## src/design/adc_seq_consts.vh

```
// Register offsets, field positions, reset values and timing for the ADC control.
`ifndef ADC_SEQ_CONSTS_VH
`define ADC_SEQ_CONSTS_VH

// Register byte offsets on the Avalon slave.
`define ADC_CFG_OFS       16'hD004
`define ADC_OFFSET_OFS    16'hD008
`define ADC_GAIN_OFS      16'hD00C
`define SAMPLE_DMA_CONFIG_OFS    16'hD010
`define ADC_DMASTAT_OFS   16'hD014
`define ADC_DMABASE_OFS   16'hD018
`define ADC_DMALEN_OFS    16'hD01C
`define ADC_DMACUR_OFS    16'hD020
`define ADC_DMACNT_OFS    16'hD024
`define ADC_FLAGS_OFS     16'hA810
`define ADC_ENABLES_OFS   16'hA850

// Conversion configuration fields.
`define ADC_PERIOD_MSB    15
`define ADC_PERIOD_LSB    13
`define ADC_POS_RANGE_BIT 12
`define ADC_NEG_RANGE_BIT 11
`define ADC_POS_SEL_MSB   10
`define ADC_POS_SEL_LSB   7
`define ADC_NEG_SEL_MSB   6
`define ADC_NEG_SEL_LSB   3
`define ADC_SLOW_CLK_BIT  2
`define ADC_ENABLE_BIT    0
`define ADC_CFG_MASK      32'h0000FFFD

// Sample DMA configuration and status fields.
`define ADC_DMA_RESET_BIT 4
`define ADC_DMA_WRAP_BIT  1
`define ADC_DMA_GO_BIT    0
`define ADC_DMA_OVF_BIT   1
`define ADC_DMA_ACT_BIT   0

// Event flag and enable positions.
`define ADC_EV_OVF_BIT    4
`define ADC_EV_SAT_BIT    3
`define ADC_EV_FULL_BIT   2
`define ADC_EV_HALF_BIT   1

// Reset values.
`define ADC_CFG_RST       32'h00001800
`define ADC_GAIN_RST      16'h8000
`define ADC_RAM_BASE      32'h20000000

// Input selector code that stands for no connection.
`define ADC_SEL_NC        4'hF

// Analog settling time and the clock rate it is counted at.
`define ADC_SETTLE_NS     21000
`define ADC_CLK_MHZ       40
`define ADC_SETTLE_CYC    ((`ADC_SETTLE_NS * `ADC_CLK_MHZ + 999) / 1000)

`endif

```

## src/design/adc_seq_ctrl.v

```verilog
// ADC sequencing, correction, sample DMA and event control with Avalon slave.
// What this block does
// - With enable set, conversions run back to back until enable is cleared.
// - Enabling from disabled waits the analog settling time before converting.
// - First enable or any config write while running discards one conversion.
// - A processor oscillator switch repeats the discard of one conversion.
// - First result after enable takes settling time plus two sample times.
// - Config writes never stop the sample DMA.
// - A result ready while the DMA is inactive sets the overflow flag.
// - Gain product outside signed 16-bit range sets the saturation flag.
// - DMA write to the last buffer location sets the full flag.
// - DMA write to the last location of the first half sets half flag.
// - Writing one clears an event flag; writing zero leaves it.
// - Interrupt is raised only by pending flags whose enable bit is one.
// - Period code 0..7 selects 32 to 4096 sample clocks per conversion.
// - Range bits enable the positive and negative input buffers when one.
// - Positive selector maps six pins and four internal sources, rest reserved.
// - Negative selector uses the positive selector encoding.
// - Clock select bit picks 6 MHz when zero and 1 MHz when one.
// - Configuration bit 0 starts conversions when one and stops when zero.
// - A signed 16-bit offset is added to each raw result before gain.
// - Gain is unsigned 1.15 fixed point with unity as reset value.
// - Wrap mode restarts at buffer start; linear mode stops when full.
`timescale 1ns/1ps
`include "adc_seq_consts.vh"

module adc_seq_ctrl #(
  parameter SETTLE_CYC = `ADC_SETTLE_CYC
) (
  // Clock and reset.
  input wire clk_in,
  input wire nrst_in,
  // Avalon-MM register slave.
  input wire [15:0] avs_address_in,
  input wire avs_read_in,
  input wire avs_write_in,
  input wire [31:0] avs_writedata_in,
  input wire [3:0] avs_byteenable_in,
  output reg [31:0] avs_readdata_out,
  output wire avs_waitrequest_out,
  // Sample clock ticks and oscillator switch, all on clk_in.
  input wire tick_6mhz_in,
  input wire tick_1mhz_in,
  input wire osc_switch_in,
  // Analog conversion core.
  input wire [15:0] raw_sample_in,
  output reg analog_enable_out,
  output reg conv_start_out,
  output reg pos_range_sel_out,
  output reg neg_range_sel_out,
  output reg [3:0] pos_input_sel_out,
  output reg [3:0] neg_input_sel_out,
  output reg slow_sample_clk_sel_out,
  // Sample DMA write port into RAM.
  output reg dma_wr_out,
  output reg [13:0] dma_addr_out,
  output reg [15:0] dma_data_out,
  // Converter interrupt request.
  output wire irq_out
);

  localparam [1:0] ST_IDLE = 2'h0;
  localparam [1:0] ST_SETTLE = 2'h1;
  localparam [1:0] ST_CONV = 2'h2;
  localparam [15:0] SETTLE_LAST = SETTLE_CYC - 1;

  // Merges write data into an old value under the byte enables.
  function [31:0] adc_merge;
    input [31:0] old_val;
    input [31:0] new_val;
    input [3:0] be;
    integer i;
    begin
      for (i = 0; i < 4; i = i + 1) begin
        adc_merge[i*8 +: 8] = be[i] ? new_val[i*8 +: 8] : old_val[i*8 +: 8];
      end
    end
  endfunction

  // Sample clocks per conversion for a period code.
  function [12:0] adc_period_clocks;
    input [2:0] code;
    begin
      case (code)
        3'h0: adc_period_clocks = 13'h0020;
        3'h1: adc_period_clocks = 13'h0040;
        3'h2: adc_period_clocks = 13'h0080;
        3'h3: adc_period_clocks = 13'h0100;
        3'h4: adc_period_clocks = 13'h0200;
        3'h5: adc_period_clocks = 13'h0400;
        3'h6: adc_period_clocks = 13'h0800;
        default: adc_period_clocks = 13'h1000;
      endcase
    end
  endfunction

  // Reserved selector codes are steered to no connection.
  function [3:0] adc_sel_decode;
    input [3:0] code;
    begin
      case (code)
        4'h0, 4'h1, 4'h2, 4'h3, 4'h4, 4'h5: adc_sel_decode = code;
        4'h8, 4'h9, 4'hA, 4'hB: adc_sel_decode = code;
        default: adc_sel_decode = `ADC_SEL_NC;
      endcase
    end
  endfunction

  reg ack;
  reg [31:0] cfg;
  reg [15:0] ofs;
  reg [15:0] gain;
  reg wrap;
  reg [13:1] base;
  reg [12:0] size;
  reg [13:1] cur;
  reg [12:0] cnt;
  reg dma_active;
  reg dma_ovf;
  reg [4:1] flags;
  reg [4:1] enables;
  reg [1:0] state;
  reg [15:0] settle_cnt;
  reg [12:0] tick_cnt;
  reg discard;
  reg [31:0] rd_mux;
  reg [31:0] old_word;

  wire req = avs_read_in | avs_write_in;
  wire wr = avs_write_in & ack;
  wire [31:0] merged = adc_merge(old_word, avs_writedata_in,
                                 avs_byteenable_in);
  wire wr_cfg = wr & (avs_address_in == `ADC_CFG_OFS);
  wire wr_dmacfg = wr & (avs_address_in == `SAMPLE_DMA_CONFIG_OFS);
  wire wr_flags = wr & (avs_address_in == `ADC_FLAGS_OFS);
  wire enable = cfg[`ADC_ENABLE_BIT];
  wire tick = cfg[`ADC_SLOW_CLK_BIT] ? tick_1mhz_in : tick_6mhz_in;
  wire [12:0] period = adc_period_clocks(cfg[`ADC_PERIOD_MSB:`ADC_PERIOD_LSB]);
  wire restart = wr_cfg | osc_switch_in;
  wire conv_end = (state == ST_CONV) & ~restart & tick &
                  (tick_cnt == period - 13'h0001);
  wire res_done = conv_end & ~discard;

  // Offset then gain correction with clamping.
  wire signed [16:0] sum = {raw_sample_in[15], raw_sample_in} +
                           {ofs[15], ofs};
  wire signed [17:0] gain_s = {2'b00, gain};
  wire signed [34:0] prod = sum * gain_s;
  wire [19:0] scaled = prod[34:15];
  wire sat_hi = ~scaled[19] & (|scaled[18:15]);
  wire sat_lo = scaled[19] & ~(&scaled[18:15]);
  wire sat = sat_hi | sat_lo;
  wire [15:0] corr = sat_hi ? 16'h7FFF :
                     (sat_lo ? 16'h8000 : scaled[15:0]);

  // DMA progress terms.
  wire [12:0] next_cnt = cnt + 13'h0001;
  wire hit_full = (next_cnt == size);
  wire hit_half = (next_cnt == {1'b0, size[12:1]}) & (|size[12:1]);
  wire ev_ovf = res_done & ~dma_active;
  wire ev_sat = res_done & sat;
  wire ev_full = res_done & dma_active & hit_full;
  wire ev_half = res_done & dma_active & hit_half;
  wire [4:1] ev = {ev_ovf, ev_sat, ev_full, ev_half};
  wire [4:1] clr = wr_flags ? merged[4:1] : 4'h0;

  assign avs_waitrequest_out = req & ~ack;
  assign irq_out = |(flags & enables);

  always @* begin
    rd_mux = 32'h00000000;
    case (avs_address_in)
      `ADC_CFG_OFS: rd_mux = cfg;
      `ADC_OFFSET_OFS: rd_mux = {16'h0000, ofs};
      `ADC_GAIN_OFS: rd_mux = {16'h0000, gain};
      `SAMPLE_DMA_CONFIG_OFS: rd_mux = {30'h00000000, wrap, 1'b0};
      `ADC_DMASTAT_OFS: rd_mux = {30'h00000000, dma_ovf, dma_active};
      `ADC_DMABASE_OFS: rd_mux = `ADC_RAM_BASE | {18'h00000, base, 1'b0};
      `ADC_DMALEN_OFS: rd_mux = {19'h00000, size};
      `ADC_DMACUR_OFS: rd_mux = `ADC_RAM_BASE | {18'h00000, cur, 1'b0};
      `ADC_DMACNT_OFS: rd_mux = {19'h00000, cnt};
      `ADC_FLAGS_OFS: rd_mux = {27'h0000000, flags, 1'b0};
      `ADC_ENABLES_OFS: rd_mux = {27'h0000000, enables, 1'b0};
      default: rd_mux = 32'h00000000;
    endcase
  end

  // Write-side view of the old word; read-only RAM base bits read as zero.
  always @* begin
    old_word = rd_mux;
    if ((avs_address_in == `ADC_DMABASE_OFS) ||
        (avs_address_in == `ADC_DMACUR_OFS)) begin
      old_word = {18'h00000, rd_mux[13:0]};
    end
  end

  // Bus handshake: one wait cycle, then the access completes.
  always @(posedge clk_in) begin
    if (!nrst_in) begin
      ack <= 1'b0;
      avs_readdata_out <= 32'h00000000;
    end else begin
      ack <= req & ~ack;
      if (avs_read_in & ~ack) begin
        avs_readdata_out <= rd_mux;
      end
    end
  end

  // Software-only registers.
  always @(posedge clk_in) begin
    if (!nrst_in) begin
      cfg <= `ADC_CFG_RST;
      ofs <= 16'h0000;
      gain <= `ADC_GAIN_RST;
      wrap <= 1'b0;
      base <= 13'h0000;
      size <= 13'h0000;
      enables <= 4'h0;
    end else if (wr) begin
      case (avs_address_in)
        `ADC_CFG_OFS: cfg <= merged & `ADC_CFG_MASK;
        `ADC_OFFSET_OFS: ofs <= merged[15:0];
        `ADC_GAIN_OFS: gain <= merged[15:0];
        `SAMPLE_DMA_CONFIG_OFS: wrap <= merged[`ADC_DMA_WRAP_BIT];
        `ADC_DMABASE_OFS: base <= merged[13:1];
        `ADC_DMALEN_OFS: size <= merged[12:0];
        `ADC_ENABLES_OFS: enables <= merged[4:1];
        default: cfg <= cfg;
      endcase
    end
  end

  // Analog core controls follow the configuration.
  always @(posedge clk_in) begin
    if (!nrst_in) begin
      pos_range_sel_out <= 1'b0;
      neg_range_sel_out <= 1'b0;
      pos_input_sel_out <= 4'h0;
      neg_input_sel_out <= 4'h0;
      slow_sample_clk_sel_out <= 1'b0;
      analog_enable_out <= 1'b0;
    end else begin
      pos_range_sel_out <= cfg[`ADC_POS_RANGE_BIT];
      neg_range_sel_out <= cfg[`ADC_NEG_RANGE_BIT];
      pos_input_sel_out <= adc_sel_decode(
        cfg[`ADC_POS_SEL_MSB:`ADC_POS_SEL_LSB]);
      neg_input_sel_out <= adc_sel_decode(
        cfg[`ADC_NEG_SEL_MSB:`ADC_NEG_SEL_LSB]);
      slow_sample_clk_sel_out <= cfg[`ADC_SLOW_CLK_BIT];
      analog_enable_out <= enable;
    end
  end

  // Conversion sequencer: settle, then convert continuously.
  always @(posedge clk_in) begin
    if (!nrst_in) begin
      state <= ST_IDLE;
      settle_cnt <= 16'h0000;
      tick_cnt <= 13'h0000;
      discard <= 1'b1;
      conv_start_out <= 1'b0;
    end else begin
      conv_start_out <= 1'b0;
      if (!enable) begin
        state <= ST_IDLE;
        discard <= 1'b1;
      end else begin
        case (state)
          ST_IDLE: begin
            state <= ST_SETTLE;
            settle_cnt <= 16'h0000;
            discard <= 1'b1;
          end
          ST_SETTLE: begin
            settle_cnt <= settle_cnt + 16'h0001;
            if (settle_cnt == SETTLE_LAST) begin
              state <= ST_CONV;
              tick_cnt <= 13'h0000;
              conv_start_out <= 1'b1;
            end
          end
          ST_CONV: begin
            if (restart) begin
              tick_cnt <= 13'h0000;
              discard <= 1'b1;
              conv_start_out <= 1'b1;
            end else if (conv_end) begin
              tick_cnt <= 13'h0000;
              discard <= 1'b0;
              conv_start_out <= 1'b1;
            end else if (tick) begin
              tick_cnt <= tick_cnt + 13'h0001;
            end
          end
          default: state <= ST_IDLE;
        endcase
      end
    end
  end

  // Sample DMA and event flags; config writes leave the DMA running.
  always @(posedge clk_in) begin
    if (!nrst_in) begin
      dma_active <= 1'b0;
      dma_ovf <= 1'b0;
      cur <= 13'h0000;
      cnt <= 13'h0000;
      flags <= 4'h0;
      dma_wr_out <= 1'b0;
      dma_addr_out <= 14'h0000;
      dma_data_out <= 16'h0000;
    end else begin
      dma_wr_out <= 1'b0;
      flags <= (flags & ~clr) | ev;
      if (ev_ovf) begin
        dma_ovf <= 1'b1;
      end
      if (res_done & dma_active) begin
        dma_wr_out <= 1'b1;
        dma_addr_out <= {cur, 1'b0};
        dma_data_out <= corr;
        if (hit_full) begin
          cur <= base;
          cnt <= wrap ? 13'h0000 : next_cnt;
          dma_active <= wrap;
        end else begin
          cur <= cur + 13'h0001;
          cnt <= next_cnt;
        end
      end
      if (wr_dmacfg & merged[`ADC_DMA_RESET_BIT]) begin
        dma_active <= 1'b0;
        dma_ovf <= 1'b0;
        cur <= base;
        cnt <= 13'h0000;
      end else if (wr_dmacfg & merged[`ADC_DMA_GO_BIT]) begin
        dma_active <= 1'b1;
        cur <= base;
        cnt <= 13'h0000;
      end
    end
  end

endmodule // adc_seq_ctrl

```

## config.mk

```make
export PLATFORM = sky130hd
export DESIGN_NAME = adc_seq_ctrl
export DESIGN_NICKNAME = d
export VERILOG_FILES = /design/src/design/adc_seq_ctrl.v
export VERILOG_INCLUDE_DIRS = /design/src /design/src/design
export SDC_FILE = /design/constraint.sdc
export NUM_CORES = 1
export LEC_CHECK = 0
export ABC_AREA = 1
export BUFFER_PORTS_ARGS = -buffer_cell sky130_fd_sc_hd__buf_2
export CAP_MARGIN = 10
export CORE_UTILIZATION = 30
export CTS_BUF_LIST = sky130_fd_sc_hd__clkbuf_8
export CTS_CLUSTER_SIZE = 30
export DETAILED_ROUTE_END_ITERATION = 7
export HOLD_SLACK_MARGIN = 0.03
export MAX_ROUTING_LAYER = met4
export PLACE_DENSITY = 0.53
export SETUP_SLACK_MARGIN = 0.5
export SKIP_LAST_GASP = 1
export SLEW_MARGIN = 20
export SYNTH_ARGS = -nofsm -noshare
export SYNTH_HDL_FRONTEND = slang
export SYNTH_SLANG_ARGS = --single-unit
```

## constraint.sdc

```tcl
create_clock -name clk_in -period 8.8 [get_ports clk_in]
set_clock_uncertainty 0.15 [all_clocks]
set_input_delay 0.44 -clock clk_in [delete_from_list [all_inputs] [get_ports clk_in]]
set_output_delay 0.44 -clock clk_in [all_outputs]
set_load 0.1 [all_outputs]
```

### Yosys cells after proc, flatten, opt, wreduce, memory -nomap -nowiden

Cells that the tools add are included.

* memories: 0
* input bits: 75
* word-level logic and storage cells: 182
* output and inout bits: 78
* bits in writable memories: 0
* register bits: 216
* bits in latches: 0
* memory bits (read-only): 0

* div/mod/pow operators: 0
* add/subtract/negate cells: 6
* shifts and indexed selects: 0
* order comparisons: 0
* multipliers: 1
* reduce and logical (&&, ||, !) cells: 32
* bitwise logic cells: 35
* mux-type cells: 36
* eq/ne operators: 44

Operators with widths (number)
* 30-bit one-hot mux with 11 select lines: 1
* 16-bit equality test, second input constant: 11
* 13-bit 2-to-1 mux: 10
* 13-bit one-hot mux with 7 select lines: 1
* 16-bit 2-to-1 mux: 3
* 13-bit by 1-bit adder with 13-bit output, second input constant: 3
* 17-bit by 17-bit multiplier with 34-bit output: 1
* 4-bit equality test, second input constant: 8
* 16-bit one-hot mux with 2 select lines: 1
* 13-bit equality test: 2
* 13-bit one-hot mux with 2 select lines: 1
* 2-bit AND reduction: 12
* 1-bit bitwise AND: 20
* 10-bit OR reduction: 2
* 16-bit by 16-bit adder with 17-bit output: 1
* 16-bit by 1-bit adder with 16-bit output, second input constant: 1
* 16-bit by 10-bit equality test with 1-bit output, second input constant: 1
* 4-bit by 2-bit equality test with 1-bit output, second input constant: 4
* 4-bit by 3-bit equality test with 1-bit output, second input constant: 4
* 8-bit 2-to-1 mux: 2
* 13-bit by 12-bit equality test with 1-bit output: 1
* 13-bit by 1-bit subtractor with 13-bit output, second input constant: 1
* 4-bit 2-to-1 mux: 3
* 12-bit OR reduction: 1
* other kinds (28): 59

### Depth between registers and ports, before layout

* word-level depth: 12
* gate-level depth with buffers: 40
* gate-level depth less buffers: 39

### Worst setup path before layout

No wires, ideal clock.

* path type: input to register
* start: in raw_sample_in[0]
* end: reg dma_data_out[10]
* data arrival time: 7.342 ns
* stages on the path: 35
* path slack: 1.188 ns
* library setup time: 0.119 ns
* path buffers: 2
* required time: 8.531 ns
* cells stage by stage: ha_1 > inv_1 > fa_1 > inv_1 > a21o_1 > nand3_1 > nand2_1 > nand2_1 > a22oi_2 > nor2_1 > fa_1 > fa_1 > clkbuf_1 > inv_1 > fa_1 > inv_1 > fa_1 > inv_1 > fa_1 > fa_1 > inv_1 > ha_1 > inv_1 > nor3_1 > nand2_1 > nor2_1 > nand2_1 > nand2_1 > nand2_1 > nand2_2 > o21bai_1 > nand2_2 > buf_6 > nor2_1 > nor2_1

* cells in the longest elaborated chain, start to end: 7
* elaborated cells between the ends (all ways): 10
* classes of those cells: add/sub (1); mul (1); mux (2); bitwise (4); reduce/logical (2)

RTL lines
* start: declaration: line adc_seq_ctrl.v:46 `input wire [15:0] raw_sample_in,`
* 16-bit by 16-bit adder with 17-bit output *: line adc_seq_ctrl.v:145 `wire signed [16:0] sum = {raw_sample_in[15], raw_sample_in} +`
* 17-bit by 17-bit multiplier with 34-bit output *: line adc_seq_ctrl.v:148 `wire signed [34:0] prod = sum * gain_s;`
* 4-bit AND reduction: line adc_seq_ctrl.v:151 `wire sat_lo = scaled[19] & ~(&scaled[18:15]);`
* 1-bit NOT: line adc_seq_ctrl.v:151
* 1-bit bitwise AND: line adc_seq_ctrl.v:151
* 16-bit 2-to-1 mux: line adc_seq_ctrl.v:154 `(sat_lo ? 16'h8000 : scaled[15:0]);`
* 16-bit 2-to-1 mux *: line adc_seq_ctrl.v:153 `wire [15:0] corr = sat_hi ? 16'h7FFF :`
* end signal: assignment: line adc_seq_ctrl.v:322 `dma_data_out <= corr;`
* end: declaration: line adc_seq_ctrl.v:57 `output reg [15:0] dma_data_out,`

Every way passes the cells marked *; elsewhere a longest branch is shown, timed or not.
A chain may end at the register's enable or synchronous reset.

### Worst setup path after layout

* start: reg ofs[8]
* end: reg dma_data_out[12]

* cells in the longest elaborated chain, start to end: 7
* elaborated cells between the ends (all ways): 10
* classes of those cells: add/sub (1); mul (1); mux (2); bitwise (4); reduce/logical (2)

RTL lines
* start: declaration: line adc_seq_ctrl.v:111 `reg [15:0] ofs;`
* start signal: assignment: line adc_seq_ctrl.v:223 `` `ADC_OFFSET_OFS: ofs <= merged[15:0]; ``
* 16-bit by 16-bit adder with 17-bit output *: line adc_seq_ctrl.v:145
* 17-bit by 17-bit multiplier with 34-bit output *: line adc_seq_ctrl.v:148
* 4-bit AND reduction: line adc_seq_ctrl.v:151
* 1-bit NOT: line adc_seq_ctrl.v:151
* 1-bit bitwise AND: line adc_seq_ctrl.v:151
* 16-bit 2-to-1 mux: line adc_seq_ctrl.v:154
* 16-bit 2-to-1 mux *: line adc_seq_ctrl.v:153

Marks and branches as above.

==> summary.md <==
| Metric | Value |
|---|---|
| Leakage | `12.4 nW` |
| Comb power frac | `11.5%` |
| CTS root buffer | `clkbuf_8` |
| Pre-CTS setup slack | `0.522 ns` |
| Worst path arrival time | `8.12 ns` |
| Worst-path clk slew | `0.06 ns` |
| Final Hold Vio Count | `0` |
| I/O pin count | `153` |
| Num rows | `99` |
| CP most frequent cell | `fa_1` |
| Total GRT Usage | `19.2%` |
| Post-synth cell types | `54` |
| Area growth syn-to-layout | `11.2%` |
| Psw | `600 uW` |
| Inserted Clock Buffers | `37` |
| Clock buffer depth | `3` |
| Final setup fails | `0` |
| Power Density | `84.9 mW/mm^2` |
| Worst IR drop on VDD | `85.6 uV` |
| Reg power frac | `43.9%` |
| Final Max Slew Viols | `0` |
| Final WL | `69100 um` |
| Final worst slack | `0.953 ns` |
| Tightest Hold Check Type | `in2reg` |
| RSZ-0062 raised after global routing | `false` |
| Initial Utilization | `30.4%` |
| GR Overflow Total | `0` |
| Cell family with most CP delay | `adder cells` |
| Clk sinks | `203` |
| Initial DRC Count | `1547` |
| Kind of end point of the critical path | `flip-flop` |
| Number of I/O port buffers | `118` |
| Synth area leader | `fa_1` |
| Most frequently used flop master after synthesis | `dfxtp_1` |
| Mapped cell area | `0.0222 sq mm` |
| Cts hold-fix bufs | `0` |
| DR vias | `19600` |
| Core Region | `0.0731 sq mm` |
| Status | `finished, violations left` |
| DP HPWL | `55900 um` |
| Crit path time final | `7.85 ns` |
| Failing checks | `design-rule violations` |
| Setup tns final | `0 ns` |
| Vias/cell | `4.66` |
| Die Wd | `274 um` |
| Synth top cells by count | `inv_1, nand2_1, nor2_1` |
| CP required | `9.08 ns` |
| Internal Power | `1.50 mW` |
| Crit Path Class | `reg2reg` |
| Max incr delay on CP | `0.57 ns` |
| Area contributors post-synth | `fa_1, dfxtp_1, inv_1` |
| TritonRoute pass-1 iters | `8` |
| Tcrit/Tclk final | `89.2%` |
| CP max stage cell | `fa_1` |
| Most frequent cell after synthesis | `inv_1` |
| DRC | `16` |
| Synthesized flop and latch total | `203` |
| Die area | `0.0750 sq mm` |
| First-pass GRT wire length | `110000 um` |
| Critical path fanouts, max | `8` |
| Max cap viols | `0` |
| Clk pwr share | `44.6%` |
| Worst path bufs/invs | `4` |
| Switching share of total power | `28.6%` |
| Sequential fraction of the synthesis area | `18.3%` |
| Pin count of the biggest net entering global routing | `66` |
| Synth top area share | `24.5%` |
| Synth Instances | `3109` |
| Worst Tran Pin Value | `1.21 ns` |
| Routed WL per cell | `16.5 um` |
| Fraction of layout cells with a size suffix above 1 | `9.28%` |
| Yosys warns | `0` |
| EDFF count, synth | `0` |
| Element type at the critical path start | `flip-flop` |
| Global placer's final weighted congestion | `0.922` |
| Worst hold slack | `0.0740 ns` |
| Clock Latency Late Sink | `0.55 ns` |
| Die Height | `274 um` |
| TritonCTS clock tree | `yes` |
| Layout net count | `3672` |
| Vias in the first global route | `19200` |
| Antenna Nets Post-Route | `0` |
| Post-synthesis async set-or-reset flop share | `0%` |
| H-tree depth | `2` |
| Fmax | `127 MHz` |
| Antenna violations before repair | `2` |
| Rel. slew slack | `18.9%` |
| Post-Syn Area per Cell | `7.14 sq um` |
layer usage:
layer  part of all wire [%]  vias up  GRT usage [%]  wire [um]
li1                       -     9746              -          -
met1                     49     9282           27.8      33900
met2                     43      497           28.2      29500
met3                    7.2       63           3.70       4960
met4                    1.2        0           2.51        796
met5                      0        -              -          0
power by group through the flow:
stage	registers (mW)	clock network, mW	logic (mW)
2_1_floorplan	0.947	0	0.148
3_3_place_gp	0.941	0	0.236
3_5_place_dp	0.941	0	0.233
4_1_cts	0.921	0.961	0.236
5_1_grt	0.920	1.00	0.261
6_report	0.921	0.934	0.241
path summary, 6_finish.rpt:
| path | from | to | slack [ns] | depth (start not counted) |
|---|---|---|---|---|
| min reg2reg | dma_ovf | dma_ovf | 0.30 | 2 |
| max | ofs[8] | dma_data_out[12] | 0.95 | 30 |
| min | avs_read_in | ack | 0.07 | 3 |
| max reg2reg | ofs[8] | dma_data_out[12] | 0.95 | 30 |
registers in the layout, summed over array words and instances, names as in the netlist, 2 cells and up:
| name | count |
|---|---|
| cnt | 13 |
| flags | 4 |
| neg_input_sel_out | 4 |
| settle_cnt | 16 |
| size | 13 |
| dma_addr_out | 13 |
| dma_data_out | 16 |
| tick_cnt | 13 |
| state | 2 |
| pos_input_sel_out | 4 |
| cur | 13 |
| base | 13 |
| gain | 16 |
| avs_readdata_out | 17 |
| ofs | 16 |
| enables | 4 |
| cfg | 15 |
cell usage in the layout (no fill, tap or decap), types with 5 or more instances in the layout:
cell,synthesis,layout
inv_2,10,9
nand3_1,135,135
a21oi_1,236,233
o21ai_0,174,169
xnor2_1,21,20
or2_2,6,6
inv_1,686,694
nor2_2,9,13
a21o_1,6,6
clkbuf_8,0,48
nand2_2,9,15
xor2_1,45,45
clkinv_1,13,11
nand2_1,573,567
o22ai_1,30,30
nand2_4,8,9
nor2_1,312,308
o21ai_1,12,16
a211oi_1,5,5
buf_2,16,118
conb_1,1,16
buf_4,19,38
nor4_1,10,10
dfxtp_1,203,201
ha_1,108,106
fa_1,272,268
o21bai_1,7,6
nor3_1,31,29
nor2_4,6,6
o211ai_1,6,6
nand4_1,36,36
metrics by stage:
step,area [sq um],power (mW),util [%],cells
2_1_floorplan,22200,1.10,-,3124
3_3_place_gp,23800,1.18,32.5,4130
3_5_place_dp,23800,1.17,32.5,4130
4_1_cts,24500,2.12,33.5,4194
5_1_grt,24700,2.18,33.8,4202
6_report,24700,2.10,33.8,4202
repair_timing:
| item | CTS | global route |
|---|---|---|
| setup buffers | 0 | 6 |
| setup endpoints to repair | 0 | 16 |
| resized for setup | 0 | 42 |
final cells by class:
class	count	area, sq um
repair buffers	156	876
inverters	709	2680
fillers	7974	48400
clock buffers	48	661
clock inverters	16	97.6
diodes	1	2.50
flip-flops and latches	203	4070
multi-input cells	2110	15100
well taps	959	1200
worst min-delay path: cells and delay by family:
kind                   cells  cell delay (ns)
buffers and inverters      1             0.09
AND/OR/NAND/NOR            2             0.18
kinds of logic after synthesis:
group / Yosys count / synth area share [%]
AND/OR/NAND/NOR: 1149 / 22.1
buffers and inverters: 812 / 14.3
AO/OA/AOI/OAI: 495 / 11.9
adder cells (fa/ha/maj): 380 / 30.6
flip-flops: 203 / 18.3
XOR/XNOR: 66 / 2.61
multiplexers: 3 / 0.152
other: 1 / 0.0169
Note: power is estimated with default switching activity, not from simulation.
